[config.mk]
export PLATFORM = sky130hd
export DESIGN_NAME = lse_ctrl
export DESIGN_NICKNAME = d
export VERILOG_FILES = /design/src/hw/lse_pkg.sv /design/src/hw/lse_ctrl.sv
export VERILOG_INCLUDE_DIRS = /design/src /design/src/hw
export SDC_FILE = /design/constraint.sdc
export NUM_CORES = 1
export LEC_CHECK = 0
export BUFFER_PORTS_ARGS = -buffer_cell sky130_fd_sc_hd__buf_2
export CAP_MARGIN = 30
export CORE_ASPECT_RATIO = 0.5
export CORE_MARGIN = 2
export CORE_UTILIZATION = 35
export CTS_CLUSTER_SIZE = 40
export DETAILED_ROUTE_END_ITERATION = 8
export GPL_ROUTABILITY_DRIVEN = 1
export MAX_ROUTING_LAYER = met4
export PLACE_DENSITY = 0.65
export SLEW_MARGIN = 5
export SYNTH_ARGS = -nofsm -noshare
export SYNTH_HDL_FRONTEND = slang
export SYNTH_SLANG_ARGS = --single-unit
[constraint.sdc]
create_clock -name mclk -period 2.64 [get_ports mclk]
set_clock_uncertainty 0.15 [all_clocks]
set_input_delay 0.264 -clock mclk [delete_from_list [all_inputs] [get_ports mclk]]
set_output_delay 0.264 -clock mclk [all_outputs]
set_load 0.01 [all_outputs]
[src/hw/lse_regs.svh]
// register offsets, field positions, reset values and timing counts
`ifndef LSE_REGS_SVH
`define LSE_REGS_SVH
`define LSE_OFS_CTRL0 8'h00
`define LSE_OFS_CTRL1 8'h01
`define LSE_OFS_DIMH 8'h02
`define LSE_OFS_DIML 8'h03
`define LSE_OFS_PTR1 8'h37
`define LSE_OFS_PTR2 8'h38
`define LSE_OFS_PTR3 8'h39
`define LSE_OFS_MAP1H 8'h70
`define LSE_OFS_MAP1L 8'h71
`define LSE_OFS_MAP2H 8'h72
`define LSE_OFS_MAP2L 8'h73
`define LSE_OFS_MAP3H 8'h74
`define LSE_OFS_MAP3L 8'h75
`define LSE_OFS_GAIN 8'h76
`define LSE_RST_BYTE 8'h00
`define LSE_BIT_CHIP_ON 6
`define LSE_GAIN_MASK 8'hfc
`define LSE_STY_HOLD 2'h0
`define LSE_STY_STEP 2'h1
`define LSE_STY_FREE 2'h2
`define LSE_STY_ONCE 2'h3
`define LSE_OP_DIS 2'h0
`define LSE_OP_LOAD 2'h1
`define LSE_OP_RUN 2'h2
`define LSE_OP_HALT 2'h3
`define LSE_PTR_MAX 7'h5f
`define LSE_MCLK_HZ 100000000
`define LSE_ENG_CLK_HZ 32700
`define LSE_ENG_DIV (`LSE_MCLK_HZ / `LSE_ENG_CLK_HZ)
`define LSE_LOAD_INIT_US 1000
`define LSE_LOAD_INIT_CYC (`LSE_LOAD_INIT_US * (`LSE_MCLK_HZ / 1000000))
`define LSE_STARTUP_US 500
`define LSE_STARTUP_CYC (`LSE_STARTUP_US * (`LSE_MCLK_HZ / 1000000))
`endif

[src/hw/lse_pkg.sv]
// types shared by the sequencer control block
package lse_pkg;
	typedef logic [19:0] lse_cnt_t;
	typedef logic [6:0] lse_ptr_t;
	typedef enum logic [1:0] {
		LSE_STANDBY,
		LSE_STARTUP,
		LSE_NORMAL
	} lse_pwr_e;
	typedef struct packed {
		logic wr;
		logic rd;
		logic [7:0] addr;
		logic [7:0] wdata;
	} lse_bus_s;
	typedef struct packed {
		logic [1:0] threshold;
		logic adaptive_level_on;
		logic [1:0] hold_interval;
		logic unity_return_timer_on;
	} lse_gain_s;
	typedef struct packed {
		lse_pwr_e pwr;
		logic [7:0] ctrl0;
		logic [7:0] ctrl1;
		logic [7:0] dimh;
		logic [7:0] diml;
		logic [7:0] gain;
		logic [2:0][6:0] ptr;
		logic [2:0][1:0] prev_op;
		logic [2:0] exec;
		logic [2:0] abort;
		logic [2:0] busy;
		lse_cnt_t busy_cnt;
		lse_cnt_t up_cnt;
		logic [11:0] div;
		logic [7:0] rdata;
	} lse_state_s;
endpackage

[src/hw/lse_ctrl.sv]
// control and status registers of the three-engine led sequencer
`timescale 1ns/1ns
`include "lse_regs.svh"

// Behaviour
// (RL1) chip-on bit starts up or enters standby
// (RL2) standby blocks ctrl0 low bits, pwm, pointers
// (RL3) hold stops engine; pointer access only here
// (RL4) step executes, increments, returns to hold
// (RL5) free run executes continuously from pointer
// (RL6) execute once runs without incrementing, holds
// (RL7) run-style fields at ctrl0 5:4, 3:2, 1:0
// (RL8) program writes only in load, not busy
// (RL9) host polls busy or waits 1 ms
// (RL10) any load holds all engines, freezes pwm
// (RL11) entering load zeroes that engine's pointer
// (RL12) host enters load only from disabled
// (RL13) running pointer wraps to zero at limit
// (RL14) halt aborts instruction and stops engine
// (RL15) op-state codes disabled, load, run, halt
// (RL16) engine three op-state at ctrl1 bits 1:0
// (RL17) per-output proportional dimming enable bits
// (RL18) proportional outputs scale by same ratio
// (RL19) read-only engine to output mapping registers
// (RL20) gain bits 7:6 threshold, bit 5 adaptive
// (RL21) gain bits 4:3 select hold interval
// (RL22) gain bit 2 enables unity return timer
// (RL23) pointers are seven bits, zero to 95
// (RL24) engines timed by internal or external clock
module lse_ctrl #(
	parameter int LOAD_INIT_CYC = `LSE_LOAD_INIT_CYC,
	parameter int STARTUP_CYC = `LSE_STARTUP_CYC
) (
	// clock and reset
	input wire logic mclk,
	input wire logic rst_n,
	// register access from the serial slave
	input lse_pkg::lse_bus_s bus,
	output logic [7:0] rdata,
	// engine timing
	input wire logic ext_clk_sel,
	input wire logic ext_clk_tick,
	// engine mapping from the instruction unit, bit 8 is output nine
	input wire logic [2:0][8:0] eng_map,
	// power state
	output logic chip_normal,
	output logic chip_standby,
	// engine control
	output logic [2:0] exec_pulse,
	output logic [2:0] abort_pulse,
	output logic [2:0][6:0] seq_pointer,
	output logic [2:0] engine_busy,
	output logic [2:0] prog_wr_allow,
	output logic pwm_frozen,
	output logic pwm_wr_allow,
	// output and pump settings
	output logic [8:0] proportional_dim,
	output lse_pkg::lse_gain_s gain_setup
);

	localparam int ENG_DIV = `LSE_ENG_DIV;

	// busy and start-up counters are 20 bits wide
	if (LOAD_INIT_CYC < 1 || LOAD_INIT_CYC >= (1 << 20)) begin : load_cyc_bad
		$error("LOAD_INIT_CYC out of range");
	end
	if (STARTUP_CYC < 1 || STARTUP_CYC >= (1 << 20)) begin : startup_cyc_bad
		$error("STARTUP_CYC out of range");
	end

	lse_pkg::lse_state_s st_reg;
	lse_pkg::lse_state_s st_next;
	logic any_load;
	logic tick;
	logic in_standby;

	function automatic lse_pkg::lse_ptr_t ptr_inc(input lse_pkg::lse_ptr_t p);
		// (RL13) wrap at limit
		ptr_inc = (p == `LSE_PTR_MAX) ? 7'h00 : p + 7'h01;
	endfunction

	always_comb begin
		// (RL10) any load holds all engines and freezes pwm
		any_load = 1'b0;
		for (int i = 0; i < 3; i++) begin
			// (RL15) op-state decode
			if (st_reg.ctrl1[4 - 2 * i +: 2] == `LSE_OP_LOAD)
				any_load = 1'b1;
		end
	end

	assign in_standby = (st_reg.pwr != lse_pkg::LSE_NORMAL);
	// (RL24) engine clock choice
	assign tick = (st_reg.pwr == lse_pkg::LSE_NORMAL) &&
		(ext_clk_sel ? ext_clk_tick : (st_reg.div == 12'(ENG_DIV - 1)));

	always_comb begin
		logic [1:0] op;
		logic [1:0] sty;
		logic [1:0] sel;
		op = 2'h0;
		sty = 2'h0;
		sel = 2'h0;
		st_next = st_reg;
		st_next.exec = 3'h0;
		st_next.abort = 3'h0;
		st_next.div = (st_reg.div == 12'(ENG_DIV - 1)) ? 12'h000 : st_reg.div + 12'h001;
		// (RL1) power sequencing
		unique case (st_reg.pwr)
			lse_pkg::LSE_STANDBY: begin
				if (st_reg.ctrl0[`LSE_BIT_CHIP_ON]) begin
					st_next.pwr = lse_pkg::LSE_STARTUP;
					st_next.up_cnt = '0;
				end
			end
			lse_pkg::LSE_STARTUP: begin
				st_next.up_cnt = st_reg.up_cnt + 20'h00001;
				if (!st_reg.ctrl0[`LSE_BIT_CHIP_ON])
					st_next.pwr = lse_pkg::LSE_STANDBY;
				else if (st_reg.up_cnt == 20'(STARTUP_CYC - 1))
					st_next.pwr = lse_pkg::LSE_NORMAL;
			end
			lse_pkg::LSE_NORMAL: begin
				if (!st_reg.ctrl0[`LSE_BIT_CHIP_ON])
					st_next.pwr = lse_pkg::LSE_STANDBY;
			end
		endcase
		// busy count shared: a new load restarts it for all
		if (|st_reg.busy) begin
			st_next.busy_cnt = st_reg.busy_cnt + 20'h00001;
			if (st_reg.busy_cnt == 20'(LOAD_INIT_CYC - 1))
				st_next.busy = 3'h0;
		end
		for (int i = 0; i < 3; i++) begin
			// (RL7) style field position
			sty = st_reg.ctrl0[4 - 2 * i +: 2];
			// (RL16) engine three at ctrl1 1:0
			op = st_reg.ctrl1[4 - 2 * i +: 2];
			st_next.prev_op[i] = op;
			if (op != `LSE_OP_LOAD)
				st_next.busy[i] = 1'b0;
			// (RL11) load entry zeroes pointer
			if (op == `LSE_OP_LOAD && st_reg.prev_op[i] != `LSE_OP_LOAD) begin
				st_next.ptr[i] = 7'h00;
				st_next.busy[i] = 1'b1;
				st_next.busy_cnt = '0;
			end
			// (RL14) halt aborts at once
			if (op == `LSE_OP_HALT && st_reg.prev_op[i] != `LSE_OP_HALT)
				st_next.abort[i] = 1'b1;
			if (op == `LSE_OP_RUN && tick && !any_load) begin
				unique case (sty)
					// (RL3) hold does nothing
					`LSE_STY_HOLD: begin
					end
					// (RL4) single step
					`LSE_STY_STEP: begin
						st_next.exec[i] = 1'b1;
						st_next.ptr[i] = ptr_inc(st_reg.ptr[i]);
						st_next.ctrl0[4 - 2 * i +: 2] = `LSE_STY_HOLD;
					end
					// (RL5) free run
					`LSE_STY_FREE: begin
						st_next.exec[i] = 1'b1;
						st_next.ptr[i] = ptr_inc(st_reg.ptr[i]);
					end
					// (RL6) execute once
					`LSE_STY_ONCE: begin
						st_next.exec[i] = 1'b1;
						st_next.ctrl0[4 - 2 * i +: 2] = `LSE_STY_HOLD;
					end
				endcase
			end
		end
		// host writes land after engine updates, so a write wins
		if (bus.wr) begin
			case (bus.addr)
				`LSE_OFS_CTRL0: begin
					// (RL2) standby keeps low bits
					if (in_standby)
						st_next.ctrl0 = {bus.wdata[7:6], st_next.ctrl0[5:0]};
					else
						st_next.ctrl0 = bus.wdata;
				end
				`LSE_OFS_CTRL1: st_next.ctrl1 = bus.wdata;
				`LSE_OFS_DIMH: st_next.dimh = {7'h00, bus.wdata[0]};
				`LSE_OFS_DIML: st_next.diml = bus.wdata;
				`LSE_OFS_GAIN: st_next.gain = bus.wdata & `LSE_GAIN_MASK;
				`LSE_OFS_PTR1, `LSE_OFS_PTR2, `LSE_OFS_PTR3: begin
					sel = bus.addr[1:0] - 2'h3;
					sty = st_reg.ctrl0[4 - 2 * sel +: 2];
					// (RL23) only values up to limit
					if (!in_standby && sty == `LSE_STY_HOLD &&
						bus.wdata[6:0] <= `LSE_PTR_MAX)
						st_next.ptr[sel] = bus.wdata[6:0];
				end
				default: begin
				end
			endcase
		end
		if (bus.rd) begin
			case (bus.addr)
				`LSE_OFS_CTRL0: st_next.rdata = st_reg.ctrl0;
				`LSE_OFS_CTRL1: st_next.rdata = st_reg.ctrl1;
				`LSE_OFS_DIMH: st_next.rdata = st_reg.dimh;
				`LSE_OFS_DIML: st_next.rdata = st_reg.diml;
				`LSE_OFS_GAIN: st_next.rdata = st_reg.gain;
				// (RL19) mapping read-only
				`LSE_OFS_MAP1H: st_next.rdata = {7'h00, eng_map[0][8]};
				`LSE_OFS_MAP1L: st_next.rdata = eng_map[0][7:0];
				`LSE_OFS_MAP2H: st_next.rdata = {7'h00, eng_map[1][8]};
				`LSE_OFS_MAP2L: st_next.rdata = eng_map[1][7:0];
				`LSE_OFS_MAP3H: st_next.rdata = {7'h00, eng_map[2][8]};
				`LSE_OFS_MAP3L: st_next.rdata = eng_map[2][7:0];
				`LSE_OFS_PTR1, `LSE_OFS_PTR2, `LSE_OFS_PTR3: begin
					sel = bus.addr[1:0] - 2'h3;
					// (RL3) pointer visible only in hold
					if (!in_standby && st_reg.ctrl0[4 - 2 * sel +: 2] == `LSE_STY_HOLD)
						st_next.rdata = {1'b0, st_reg.ptr[sel]};
					else
						st_next.rdata = 8'h00;
				end
				default: st_next.rdata = 8'h00;
			endcase
		end
	end

	always_ff @(posedge mclk) begin
		if (!rst_n) begin
			st_reg <= '0;
		end else begin
			st_reg <= st_next;
		end
	end

	assign rdata = st_reg.rdata;
	assign chip_normal = (st_reg.pwr == lse_pkg::LSE_NORMAL);
	assign chip_standby = (st_reg.pwr == lse_pkg::LSE_STANDBY);
	assign exec_pulse = st_reg.exec;
	assign abort_pulse = st_reg.abort;
	assign seq_pointer = st_reg.ptr;
	assign engine_busy = st_reg.busy;
	assign pwm_frozen = any_load;
	// (RL2) no pwm writes while not normal
	assign pwm_wr_allow = !in_standby && !any_load;
	// (RL17) enable bits, nine is high
	// (RL18) scaling done in the pwm path
	assign proportional_dim = {st_reg.dimh[0], st_reg.diml};
	// (RL20) threshold and adaptive level
	// (RL21) hold interval field
	// (RL22) unity return timer bit
	assign gain_setup = st_reg.gain[7:2];

	always_comb begin
		for (int i = 0; i < 3; i++) begin
			// (RL8) memory write gate
			// busy lands a cycle after entry, so the entry cycle is blocked too
			prog_wr_allow[i] = (st_reg.ctrl1[4 - 2 * i +: 2] == `LSE_OP_LOAD) &&
				(st_reg.prev_op[i] == `LSE_OP_LOAD) && !st_reg.busy[i];
		end
	end
endmodule

---- Word level (Yosys, flattened, before mapping) ----
Index checks and enable logic that the tools add are counted.
storage, ports and cells
  input port bits ......................... 49
  output and inout port bits .............. 60
  logic and storage cells ................. 215
  bits in registers ....................... 129
cells by class
  $lt $le $gt $ge ......................... 3
  bitwise gates (word level) .............. 1
  add/sub/neg operators ................... 8
  eq/ne operators ......................... 55
  shift-type cells ........................ 1
  reductions and logical operators ........ 64
  muxes and demuxes ....................... 59
operators with widths
  cell                   count
  $mux 7                 15
  $pmux 8 s12            1
  $mux 21                3
  $mux 59                1
  $eq 8x7->1 const B     7
  $add 20x1->20 const B  2
  $pmux 20 s2            1
  $shiftx 8x33->2        1
  $eq 2x2->1 const B     13
  $eq 8x6->1 const B     3
  $mux 8                 3
  $reduce_and 2->1       12
  $logic_and 1x1->1      23
  $mux 23                1
  $add 7x1->7 const B    3
  $bwmux 21              1
  $eq 7x7->1 const B     3
  $eq 2x1->1 const B     10
  $eq 20x16->1 const B   1
  $eq 20x17->1 const B   1
  $mux 2                 10
  $mux 20                1
  $reduce_bool 3->1      6
  $eq 8x2->1 const B     2
  26 further kinds       67

---- Depth between registers and ports, before layout ----
Gate-level depths: netlist of the first run.
  word-level depth ........................ 11
  mapped depth ............................ 11
  depth with buffers taken out ............ 8

---- Worst setup path after synthesis of the first run ----
Ideal clock, no wire load.
  path kind ............................... input to register
  start point ............................. in bus[8] in the netlist's numbering
  end point ............................... reg st_reg, in the netlist rdata[1]
  stages on the path ...................... 11
  setup slack ............................. -19 ps
  setup time .............................. 125 ps
  arrival time ............................ 2385 ps
  required time ........................... 2365 ps
  buffers on the path ..................... 3
  cells stage by stage .................... buf_4 buf_1 inv_1 ha_1 nand2b_1 a311o_1 a21o_1 and2_1 clkbuf_1 a221oi_1 nor3_1
on the way
  word-level cells in the longest chain between the ends .. 7
  elaborated cells between the ends (all ways) .. 24
  those cells by class .................... add/sub (2); eq/ne (13); shift (1); mux (4); reduce/logical (4)
RTL lines
  what                         line             RTL
  from (decl)                  lse_ctrl.sv:38   input lse_pkg::lse_bus_s bus,
  $sub 2x2->2                  lse_ctrl.sv:216  sel = bus.addr[1:0] - 2'h3;
  $sub 3x3->4                  lse_ctrl.sv:218  if (!in_standby && st_reg.ctrl0[4 - 2 * sel +: 2] == `LSE_STY_HOLD)
  $shiftx 8x33->2              lse_ctrl.sv:218
  $logic_not 2->1 (no line)    --
  $logic_and 1x1->1 (no line)  --
  $mux 7                       lse_ctrl.sv:218
  $pmux 8 s12 (*)              lse_ctrl.sv:202  case (bus.addr)
  to (signal assigned)         lse_ctrl.sv:232  st_reg <= st_next;
  to (decl)                    lse_ctrl.sv:71   lse_pkg::lse_state_s st_reg;
Mark *: on every way between the ends. The rest lies on a longest branch, timed or not. The select of a mux whose other input is x is not followed.
A chain may end at the register's enable or synchronous reset.

---- Final worst setup path of the first run ----
  start point ............................. reg st_reg, in the netlist st_next[70]
  end point ............................... reg st_reg, in the netlist seq_pointer[18]
on the way
  word-level cells in the longest chain between the ends .. 11
RTL lines
  what                      line             RTL
  $eq 2x1->1 (no line) (*)  --
  $mux 1 (*) (3 in a row)   lse_ctrl.sv:87   if (st_reg.ctrl1[4 - 2 * i +: 2] == `LSE_OP_LOAD)
  $logic_not 1->1 (*)       lse_ctrl.sv:151  if (op == `LSE_OP_RUN && tick && !any_load) begin
  $logic_and 1x1->1 (*)     lse_ctrl.sv:151
  $mux 7 (*)                lse_ctrl.sv:151
  $bwmux 21                 lse_ctrl.sv:195  st_next.ptr[sel] = bus.wdata[6:0];
  $mux 21                   lse_ctrl.sv:193  if (!in_standby && sty == `LSE_STY_HOLD &&
  $mux 21                   lse_ctrl.sv:177  case (bus.addr)
  $mux 59 (*)               lse_ctrl.sv:176  if (bus.wr) begin
Mark *: on every way between the ends. The rest lies on a longest branch, timed or not.

==> run_results.csv, run 1 <==
group,metric,value,unit
synthesis,synth_top_flop_cell,"dfxtp_1",
synthesis,yosys_warnings,0,
floorplanning,die_area,22300,um2
routing,maxUsedRoutingLayer,"met4",
synthesis,synth.yosys.seq_area_share,35.1,%
routing,wl_met3,1190,um
clock_tree,cts_resized,0,
timing,rsz0062_at_grt,"false",
finish,nets,1010,
synthesis,ys_seq_elements,129,
timing,worst_pin_slew,0.775,ns
finish,antennaDiodeCount,0,
clock_tree,clk-insertion-delay-late,0.42,ns
setup_path,path_class,"reg2reg",
clock_tree,path_clk_slew,0.07,ns
routing,via_per_inst,5.36,
floorplanning,num_io_pins,109,
setup_path,rr_startpoint,"st_next[70]$_SDFFE_PN0P_",
worst_hold_path,holdPathStages,3,
worst_hold_path,worstHoldStart,"eng_map[7]",
timing,fmax,0.416,GHz
timing,fin_crit,2.40,ns
clock_tree,cts_tree,"built",
synthesis,synth.avg_cell_area,8.52,um2
floorplanning,core_area,20600,um2
floorplanning,num_rows,37,
synthesis,synth_nets,942,
timing,drv_slew,0,
finish,largest_reg_flops,70,
setup_path,critPathSlowestCell,"nor4_4",
global_routing,grt_use_total,18.8,%
synthesis,syn-cell-area,7360,um2
synthesis,synth_top_area_share,35.1,%
worst_hold_path,hp-class,"in2reg",
synthesis,synth_area_leaders,"dfxtp_1 (35%), nor2_1 (5.9%), mux2i_1 (5.8%), buf_4 (5.5%), ha_1 (4.9%)",
timing,hold_viol,0,
power_and_ir_drop,p_per_area,525,nW/um2
setup_path,arrival,2.60,ns
global_routing,grt_pass1_wl,32200,um
synthesis,synth_edf_count,0,
floorplanning,die_h,107,um
global_routing,grt_max_degree,55,
clock_tree,cts_inserted_buffers,17,
power_and_ir_drop,p_sw_share,24.6,%
routing,routed_wl,20300,um
setup_path,crit_fanout,7,
clock_tree,h-tree-depth,4,
run_status,outcome,"finished, final reports clean",
finish,drive_gt1_share,20.1,%
synthesis,syn_inst,864,
routing,drtIter0Drc,705,
setup_path,reg2reg_to,"seq_pointer[18]$_SDFF_PN0_",
finish,syn2layout_area_growth,15.4,%
power_and_ir_drop,cell_internal_pwr,0.00337,W
power_and_ir_drop,p_switching,0.00110,W
placement,place.gp.congestion,0.913,
floorplanning,start_util,35.7,%
power_and_ir_drop,power,0.00446,W
clock_tree,root_buffer,"clkbuf_16",
power_and_ir_drop,p_seq_share,43.9,%
floorplanning,die_w,209,um
setup_path,rrSetupSlack,0.24,ns
placement,dp_hpwl,14500,um
timing,min_period_over_period,91.1,%
synthesis,async_flop_share,0,%
routing,wl_per_cell,16.7,um
clock_tree,clockBufferDepth,2,
routing,drcViolationCount,0,
setup_path,crit_path_start_kind,"register",
routing,wl_met2,9570,um
global_routing,grt_pass1_vias,6168,
global_routing,grt-ovfl-total,0,
timing,max-slew-margin-rel,48.0,%
synthesis,synth_area_leader_cell,"dfxtp_1",
setup_path,end_kind,"register",
setup_path,critPathMaxStageDelay,0.57,ns
power_and_ir_drop,p_leak,3.55,nW
power_and_ir_drop,power_frac_comb,5.2,%
run,cap_violations,0,
routing,wirelength_met1,9200,um
setup_path,required,2.83,ns
timing,setup_tns,0,ns
timing,setup_viol,0,
power_and_ir_drop,ir_drop,0.000392,V
clock_tree,clock-sinks,129,
synthesis,synth.distinct_cells,77,
placement,io_buffers,108,
power_and_ir_drop,p_clk_share,50.9,%
setup_path,rr_worst_depth,6,
worst_hold_path,hold_end,"rdata[7]$_SDFFE_PN0P_",
routing,first_pass_iters,5,
routing,postRouteAntennaNets,0,
routing,via_count,6528,
global_routing,antenna_found_initial,0,
setup_path,path_cells,"nand2b_1, nand3_2, nor4_4, nand3_1, mux2_2, a211oi_1",
==> per-stage QoR <==
step / cells / hold slack, ns / setup WS, ns / util [%] / area [um2]
floorplan: 864 / 0.249 / 0.142 / - / 7360
global placement: 1182 / 0.265 / 0.205 / 38.2 / 7880
detailed placement: 1182 / 0.278 / 0.164 / 38.2 / 7880
CTS: 1215 / 0.0376 / 0.124 / 41.1 / 8460
global route: 1218 / 0.0721 / 0.0706 / 41.2 / 8500
finish: 1218 / 0.0552 / 0.235 / 41.2 / 8500
==> area by class of cell <==
type                    instances  area [um2]
repair buffers                137         776
fillers                      2033       12100
clock buffers                  18         439
well taps                     273         342
flip-flops and latches        129        2580
inverters                      22        82.6
multi-input cells             625        4140
clock inverters                14         130
==> routing by layer <==
metal  up-vias  track usage, %
met5         -               -
met4         0            6.58
met3        26            4.76
met2       191            29.5
met1      3134            23.8
li1       3177               -
==> worst max-delay path, delay by kind of cell, from the launching register on <==
family / cells / cell delay [ns]
and+or+nand+nor: 4 / 1.20
DFF: 1 / 0.48
muxes: 1 / 0.29
AOI/OAI and AO/OA: 1 / 0.21
==> synthesized netlist by cell type (all sizes together) (6+ instances only) <==
cell type  number
o21ai          20
nor4           10
a22oi          16
xnor2          20
nand2b         15
a31oi           7
nand3          53
nor2b           7
o211ai          7
ha             29
and3           17
inv            22
buf            64
clkbuf         24
nand2          50
and2           18
o221ai          6
a21oi          31
dfxtp         129
nand4          18
nor3b           8
xor2           24
a211oi         18
nor2          116
nor3           18
a22o            6
mux2i          43
==> worst max-delay path by stage <==
stage,endpoint,cells past startpoint,startpoint
after floorplan,rdata[1]$_SDFFE_PN0P_,11,bus[8]
after global placement,seq_pointer[8]$_SDFF_PN0_,6,st_next[69]$_SDFFE_PN0P_
after detailed placement,seq_pointer[8]$_SDFF_PN0_,6,st_next[69]$_SDFFE_PN0P_
after CTS,seq_pointer[8]$_SDFF_PN0_,6,st_next[70]$_SDFFE_PN0P_
after global routing,seq_pointer[18]$_SDFF_PN0_,6,st_next[70]$_SDFFE_PN0P_
final,seq_pointer[18]$_SDFF_PN0_,6,st_next[70]$_SDFFE_PN0P_
==> timing repair <==
action | CTS | global route
setup buffers | 0 | 1
endpoints found under the setup margin | 0 | 4
hold endpoints to repair | 1 | 2
hold buffers | 1 | 1
==> cell families (layout without fill, tap and decap cells) <==
group | count (synthesis) | count (layout) | share of synthesized area [%]
DFF | 129 | 129 | 35.1
buffers and inverters | 110 | 191 | 8.62
and+or+nand+nor | 359 | 359 | 25.5
AOI/OAI and AO/OA | 146 | 146 | 14.1
adders and majority gates | 29 | 29 | 4.93
muxes | 47 | 47 | 6.51
xor gates and xnor gates | 44 | 44 | 5.24
==> placed cells by master, fill, tap and decap left out, types with 4 or more instances in the layout <==
| cell | instances |
|---|---|
| dfxtp_1 | 129 |
| nor2_1 | 116 |
| buf_2 | 108 |
| nand3_1 | 52 |
| nand2_1 | 50 |
| mux2i_1 | 43 |
| a21oi_1 | 31 |
| ha_1 | 29 |
| buf_4 | 26 |
| xor2_1 | 24 |
| inv_1 | 21 |
| xnor2_1 | 20 |
| o21ai_0 | 19 |
| nor3_1 | 18 |
| nand4_1 | 17 |
| and3_1 | 17 |
| a211oi_1 | 17 |
| clkbuf_16 | 17 |
| and2_1 | 16 |
| a22oi_1 | 16 |
| nand2b_1 | 15 |
| nor3b_1 | 8 |
| nor2b_1 | 7 |
| nor4_1 | 7 |
| o211ai_1 | 7 |
| o221ai_1 | 6 |
| a31oi_1 | 6 |
| a22o_1 | 6 |
| nand3b_1 | 5 |
| o211a_1 | 5 |
| and4_1 | 4 |
| or3_1 | 4 |
| inv_6 | 4 |
| clkinv_4 | 4 |
==> power groups by stage <==
| stage | Sequential (W) | Combinational, W | Clock, W |
|---|---|---|---|
| finish | 0.00196 | 0.000232 | 0.00227 |
| global route | 0.00196 | 0.000252 | 0.00241 |
| CTS | 0.00196 | 0.000225 | 0.00232 |
| detailed placement | 0.00200 | 0.000223 | 0 |
| global placement | 0.00200 | 0.000221 | 0 |
| floorplan | 0.00200 | 0.000117 | 0 |
No activity file was read; power rests on OpenSTA's default activity.
==> run 2, diff against run 1 <==
- PLACE_DENSITY: 0.65 -> default
- PLACE_DENSITY_LB_ADDON: default -> 0.3
==> run_results.csv, run 2 (synthesized netlist as in run 1, its figures left out) <==
group,metric,value,unit
finish,design_area,8550,um2
floorplanning,die_w,209,um
clock_tree,cts_tree,"built",
clock_tree,cts_resized,0,
timing,hold_viol,0,
routing,drtIter0Drc,504,
finish,drive_gt1_share,20.3,%
global_routing,grt_pass1_vias,5896,
timing,worst_pin_slew,0.792,ns
floorplanning,start_util,35.7,%
routing,wl_per_cell,16.9,um
run_status,outcome,"finished, final reports clean",
setup_path,path_class,"reg2reg",
clock_tree,clockBufferDepth,2,
power_and_ir_drop,p_leak,3.59,nW
timing,fmax,0.420,GHz
worst_hold_path,holdPathStages,3,
global_routing,grt_use_total,19.2,%
placement,io_buffers,108,
placement,place.gp.congestion,0.909,
clock_tree,root_buffer,"clkbuf_16",
finish,multi_input_area,4140,um2
clock_tree,h-tree-depth,4,
global_routing,antenna_found_initial,0,
power_and_ir_drop,p_per_area,553,nW/um2
routing,via_count,6466,
global_routing,grt_max_degree,38,
setup_path,rr_startpoint,"st_next[70]$_SDFFE_PN0P_",
setup_path,end_kind,"register",
clock_tree,clk-insertion-delay-late,0.42,ns
floorplanning,num_rows,37,
setup_path,crit_fanout,7,
global_routing,grt-ovfl-total,0,
setup_path,crit_path_start_kind,"register",
setup_path,rr_worst_depth,6,
finish,fill_cells,2040,
finish,syn2layout_area_growth,16.2,%
floorplanning,core_area,20600,um2
routing,first_pass_iters,5,
timing,setup_tns,0,ns
setup_path,startpoint,"st_next[70]$_SDFFE_PN0P_",
global_routing,grt_pass1_wl,32200,um
finish,seqCellArea,2580,um2
power_and_ir_drop,ir_drop,0.000381,V
run,cap_violations,0,
routing,routed_wl,20600,um
clock_tree,path_clk_slew,0.06,ns
clock_tree,clock-sinks,129,
floorplanning,die_h,107,um
routing,via_per_inst,5.30,
timing,min_period_over_period,90.2,%
finish,mostFrequentLayoutCell,"dfxtp_1",
finish,largest_reg_flops,70,
routing,postRouteAntennaNets,0,
timing,rsz0062_at_grt,"false",
setup_path,arrival,2.54,ns
timing,max-slew-margin-rel,46.8,%
placement,place_area,7900,um2
setup_path,required,2.80,ns
worst_hold_path,worstHoldStart,"eng_map[7]",
timing,setup_viol,0,
floorplanning,die_area,22300,um2
timing,drv_slew,0,
placement,dp_hpwl,15000,um
floorplanning,num_io_pins,109,
timing,fin_crit,2.38,ns
worst_hold_path,hp-class,"in2reg",
finish,final_cell_mix,"dfxtp_1 (129), nor2_1 (116), buf_2 (108)",
clock_tree,cts_inserted_buffers,17,
routing,drcViolationCount,0,
finish,antennaDiodeCount,0,
finish,nets,1011,
run 2: changes by cell type in the layout (fill, tap and decap cells not counted):
cell,delta
buf_12,-1
buf_4,+3
bufinv_16,+3
clkbuf_8,-1
clkinv_2,-1
clkinv_4,+1
clkinvlp_4,-1
dlygate4sd3_1,-1
inv_6,-1
run 2: where the power goes:
group	total, W	switching [W]	internal [W]
clock network	0.00255	0.000953	0.00159
logic	0.000230	0.000150	0.0000796
registers	0.00196	0.00000531	0.00195
total	0.00473	0.00111	0.00362
run 2: critical path, stage by stage (launching register included):
cell	delay, ns
dfxtp_1	0.45
nand2b_1	0.21
nand3_2	0.29
nor4_4	0.49
mux2_2	0.38
a22oi_1	0.19
a211oi_1	0.09
run 2: worst paths after layout:
path	to	slack, ns
worst max-delay path	seq_pointer[4]$_SDFF_PN0_	0.26
worst min register to register	abort_pulse[0]$_SDFF_PN0_	0.28
worst min-delay path	rdata[7]$_SDFFE_PN0P_	0.06
worst max register to register	seq_pointer[4]$_SDFF_PN0_	0.26
run 2: repair_timing:
action / 4_1_cts / 5_1_grt
setup buffers: 0 / 1
setup endpoints to repair: 0 / 4
hold endpoints to repair: 4 / 0
hold buffers: 1 / 0
run 2: final cells by class:
type                       instances  share of cell area, %
timing repair buffer             138                   8.98
clock inverter                    15                   2.43
multi-input combinational        625                   48.5
clock buffer                      17                   4.97
sequential                       129                   30.2
tap                              273                   3.99
inverter                          22                  0.966
run 2: routing by layer:
layer	up-vias	routed length [um]	GRT usage, %
met5	-	0	-
met4	0	380	6.89
met3	29	880	3.66
met2	150	9590	30.4
met1	3119	9760	24.6
li1	3168	-	-
run 2: through the flow:
step | util, % | total power, W | instances | hold WS, ns | setup slack, ns
after floorplan | - | 0.00212 | 864 | 0.249 | 0.142
after global placement | 38.4 | 0.00223 | 1185 | 0.290 | 0.135
after detailed placement | 38.4 | 0.00223 | 1185 | 0.291 | 0.0944
after CTS | 41.5 | 0.00479 | 1218 | 0.0517 | 0.106
after global routing | 41.5 | 0.00490 | 1219 | 0.0604 | 0.114
final | 41.5 | 0.00473 | 1219 | 0.0614 | 0.259
==> run 3, diff against run 2 <==
- RECOVER_POWER: default -> 25
==> run_results.csv, run 3 (synthesized netlist as in run 1, its figures left out) <==
group,metric,value,unit
setup_path,critPathSlowestCell,"nor4_4",
clock_tree,clk-insertion-delay-late,0.42,ns
placement,io_buffers,108,
floorplanning,die_h,107,um
routing,drcViolationCount,0,
global_routing,grt-busiest-layer,"met2",
floorplanning,num_io_pins,109,
routing,via_per_inst,5.27,
finish,mostFrequentLayoutCell,"dfxtp_1",
setup_path,end_kind,"register",
timing,fmax,0.419,GHz
setup_path,crit_path_start_kind,"register",
timing,worst_pin_slew,0.789,ns
setup_path,reg2reg_to,"seq_pointer[4]$_SDFF_PN0_",
power_and_ir_drop,p_leak,3.41,nW
placement,place.gp.congestion,0.909,
finish,nets,1011,
routing,routed_wl,20600,um
clock_tree,root_buffer,"clkbuf_16",
setup_path,crit_fanout,7,
setup_path,arrival,2.54,ns
floorplanning,die_w,209,um
global_routing,grt_pass1_wl,32200,um
floorplanning,start_util,35.7,%
timing,setup_tns,0,ns
power_and_ir_drop,p_per_area,557,nW/um2
setup_path,crit_path_end,"seq_pointer[4]$_SDFF_PN0_",
global_routing,grt-ovfl-total,0,
floorplanning,die_area,22300,um2
timing,min_period_over_period,90.3,%
setup_path,critPathMaxStageDelay,0.49,ns
finish,stdcell_count,1219,
routing,wl_per_cell,16.9,um
placement,dp_cells,1185,
setup_path,required,2.79,ns
global_routing,met2_usage,30.4,%
global_routing,grt_max_degree,38,
power_and_ir_drop,ir_drop,0.000381,V
floorplanning,core_area,20600,um2
timing,setup_viol,0,
global_routing,grt_use_total,19.2,%
routing,via_count,6420,
global_routing,grt_use_met3,3.66,%
placement,dp_hpwl,15000,um
timing,max-slew-margin-rel,47.1,%
routing,postRouteAntennaNets,0,
finish,final_cell_mix,"dfxtp_1 (129), nor2_1 (116), buf_2 (73)",
clock_tree,clock-sinks,129,
setup_path,rrSetupSlack,0.26,ns
global_routing,antenna_found_initial,0,
floorplanning,num_rows,37,
setup_path,path_cells,"nand2b_1, nand3_2, nor4_4, mux2_2, a22oi_1, a211oi_1",
clock_tree,h-tree-depth,4,
clock_tree,path_clk_slew,0.06,ns
routing,first_pass_iters,5,
run,cap_violations,0,
finish,antennaDiodeCount,0,
finish,largest_reg_flops,70,
clock_tree,cts_tree,"built",
timing,drv_slew,0,
run_status,outcome,"finished, final reports clean",
timing,hold_viol,0,
setup_path,startpoint,"st_next[70]$_SDFFE_PN0P_",
setup_path,path_class,"reg2reg",
global_routing,met1_usage,24.6,%
clock_tree,cts_inserted_buffers,17,
timing,fin_crit,2.38,ns
finish,drive_gt1_share,16.2,%
finish,syn2layout_area_growth,15.3,%
clock_tree,clockBufferDepth,2,
setup_path,rr_startpoint,"st_next[70]$_SDFFE_PN0P_",
worst_hold_path,hp-class,"in2reg",
timing,rsz0062_at_grt,"false",
routing,drtIter0Drc,498,
power_and_ir_drop,power,0.00473,W
global_routing,grt_pass1_vias,5896,
setup_path,rr_worst_depth,6,
==> run 3: area by class of cell <==
cell class / instances / area (um2)
Fill cell: 2061 / 12100
Multi-Input combinational cell: 625 / 4140
Sequential cell: 129 / 2580
Timing Repair Buffer: 138 / 713
Clock buffer: 17 / 425
Tap cell: 273 / 342
Clock inverter: 15 / 208
Inverter: 22 / 82.6
==> run 3: per-layer routing <==
layer / wire (um) / vias up
met1: 9660 / 3082
met4: 352 / 0
met5: 0 / -
met3: 978 / 24
met2: 9650 / 144
li1: - / 3170
==> run 3: repair_timing <==
item,in CTS,in global routing
hold buffers,1,0
gates resized for setup,0,0
buffers inserted,0,1
hold endpoints to repair,4,0
endpoints found under the setup margin,0,4
==> run 3: through the flow <==
stage	setup slack, ns	util (%)	hold WS [ns]	cell area (um2)
CTS	0.106	41.5	0.0517	8540
finish	0.256	41.2	0.0648	8490
global placement	0.135	38.4	0.290	7900
floorplan	0.142	-	0.249	7360
global route	0.114	41.2	0.0604	8490
detailed placement	0.0944	38.4	0.291	7900
==> run 3: worst min path at each step <==
stage                                from                   endpoint  slack, ns  cells after the start
finish                         eng_map[7]      rdata[7]$_SDFFE_PN0P_       0.06                      3
detailed placement  st_reg[70]$_SDFF_PN0_  abort_pulse[0]$_SDFF_PN0_       0.29                      1
global route                       bus[0]     st_reg[128]$_SDFF_PN0_       0.06                      3
global placement    st_reg[70]$_SDFF_PN0_  abort_pulse[0]$_SDFF_PN0_       0.29                      1
floorplan           st_reg[70]$_SDFF_PN0_  abort_pulse[0]$_SDFF_PN0_       0.25                      1
CTS                            eng_map[7]      rdata[7]$_SDFFE_PN0P_       0.05                      3
==> run 3: critical path: cells and delay by family (launching register included) <==
| family | cells | cell delay [ns] |
|---|---|---|
| AND/OR/NAND/NOR | 3 | 1.00 |
| AO/OA/AOI/OAI | 2 | 0.28 |
| flip-flops | 1 | 0.45 |
| multiplexers | 1 | 0.38 |
==> run 3: power breakdown <==
part / internal, W / switching (W) / leakage, nW
clock network: 0.00159 / 0.000954 / 0.308
registers: 0.00195 / 0.00000530 / 1.04
logic: 0.0000791 / 0.000150 / 2.07
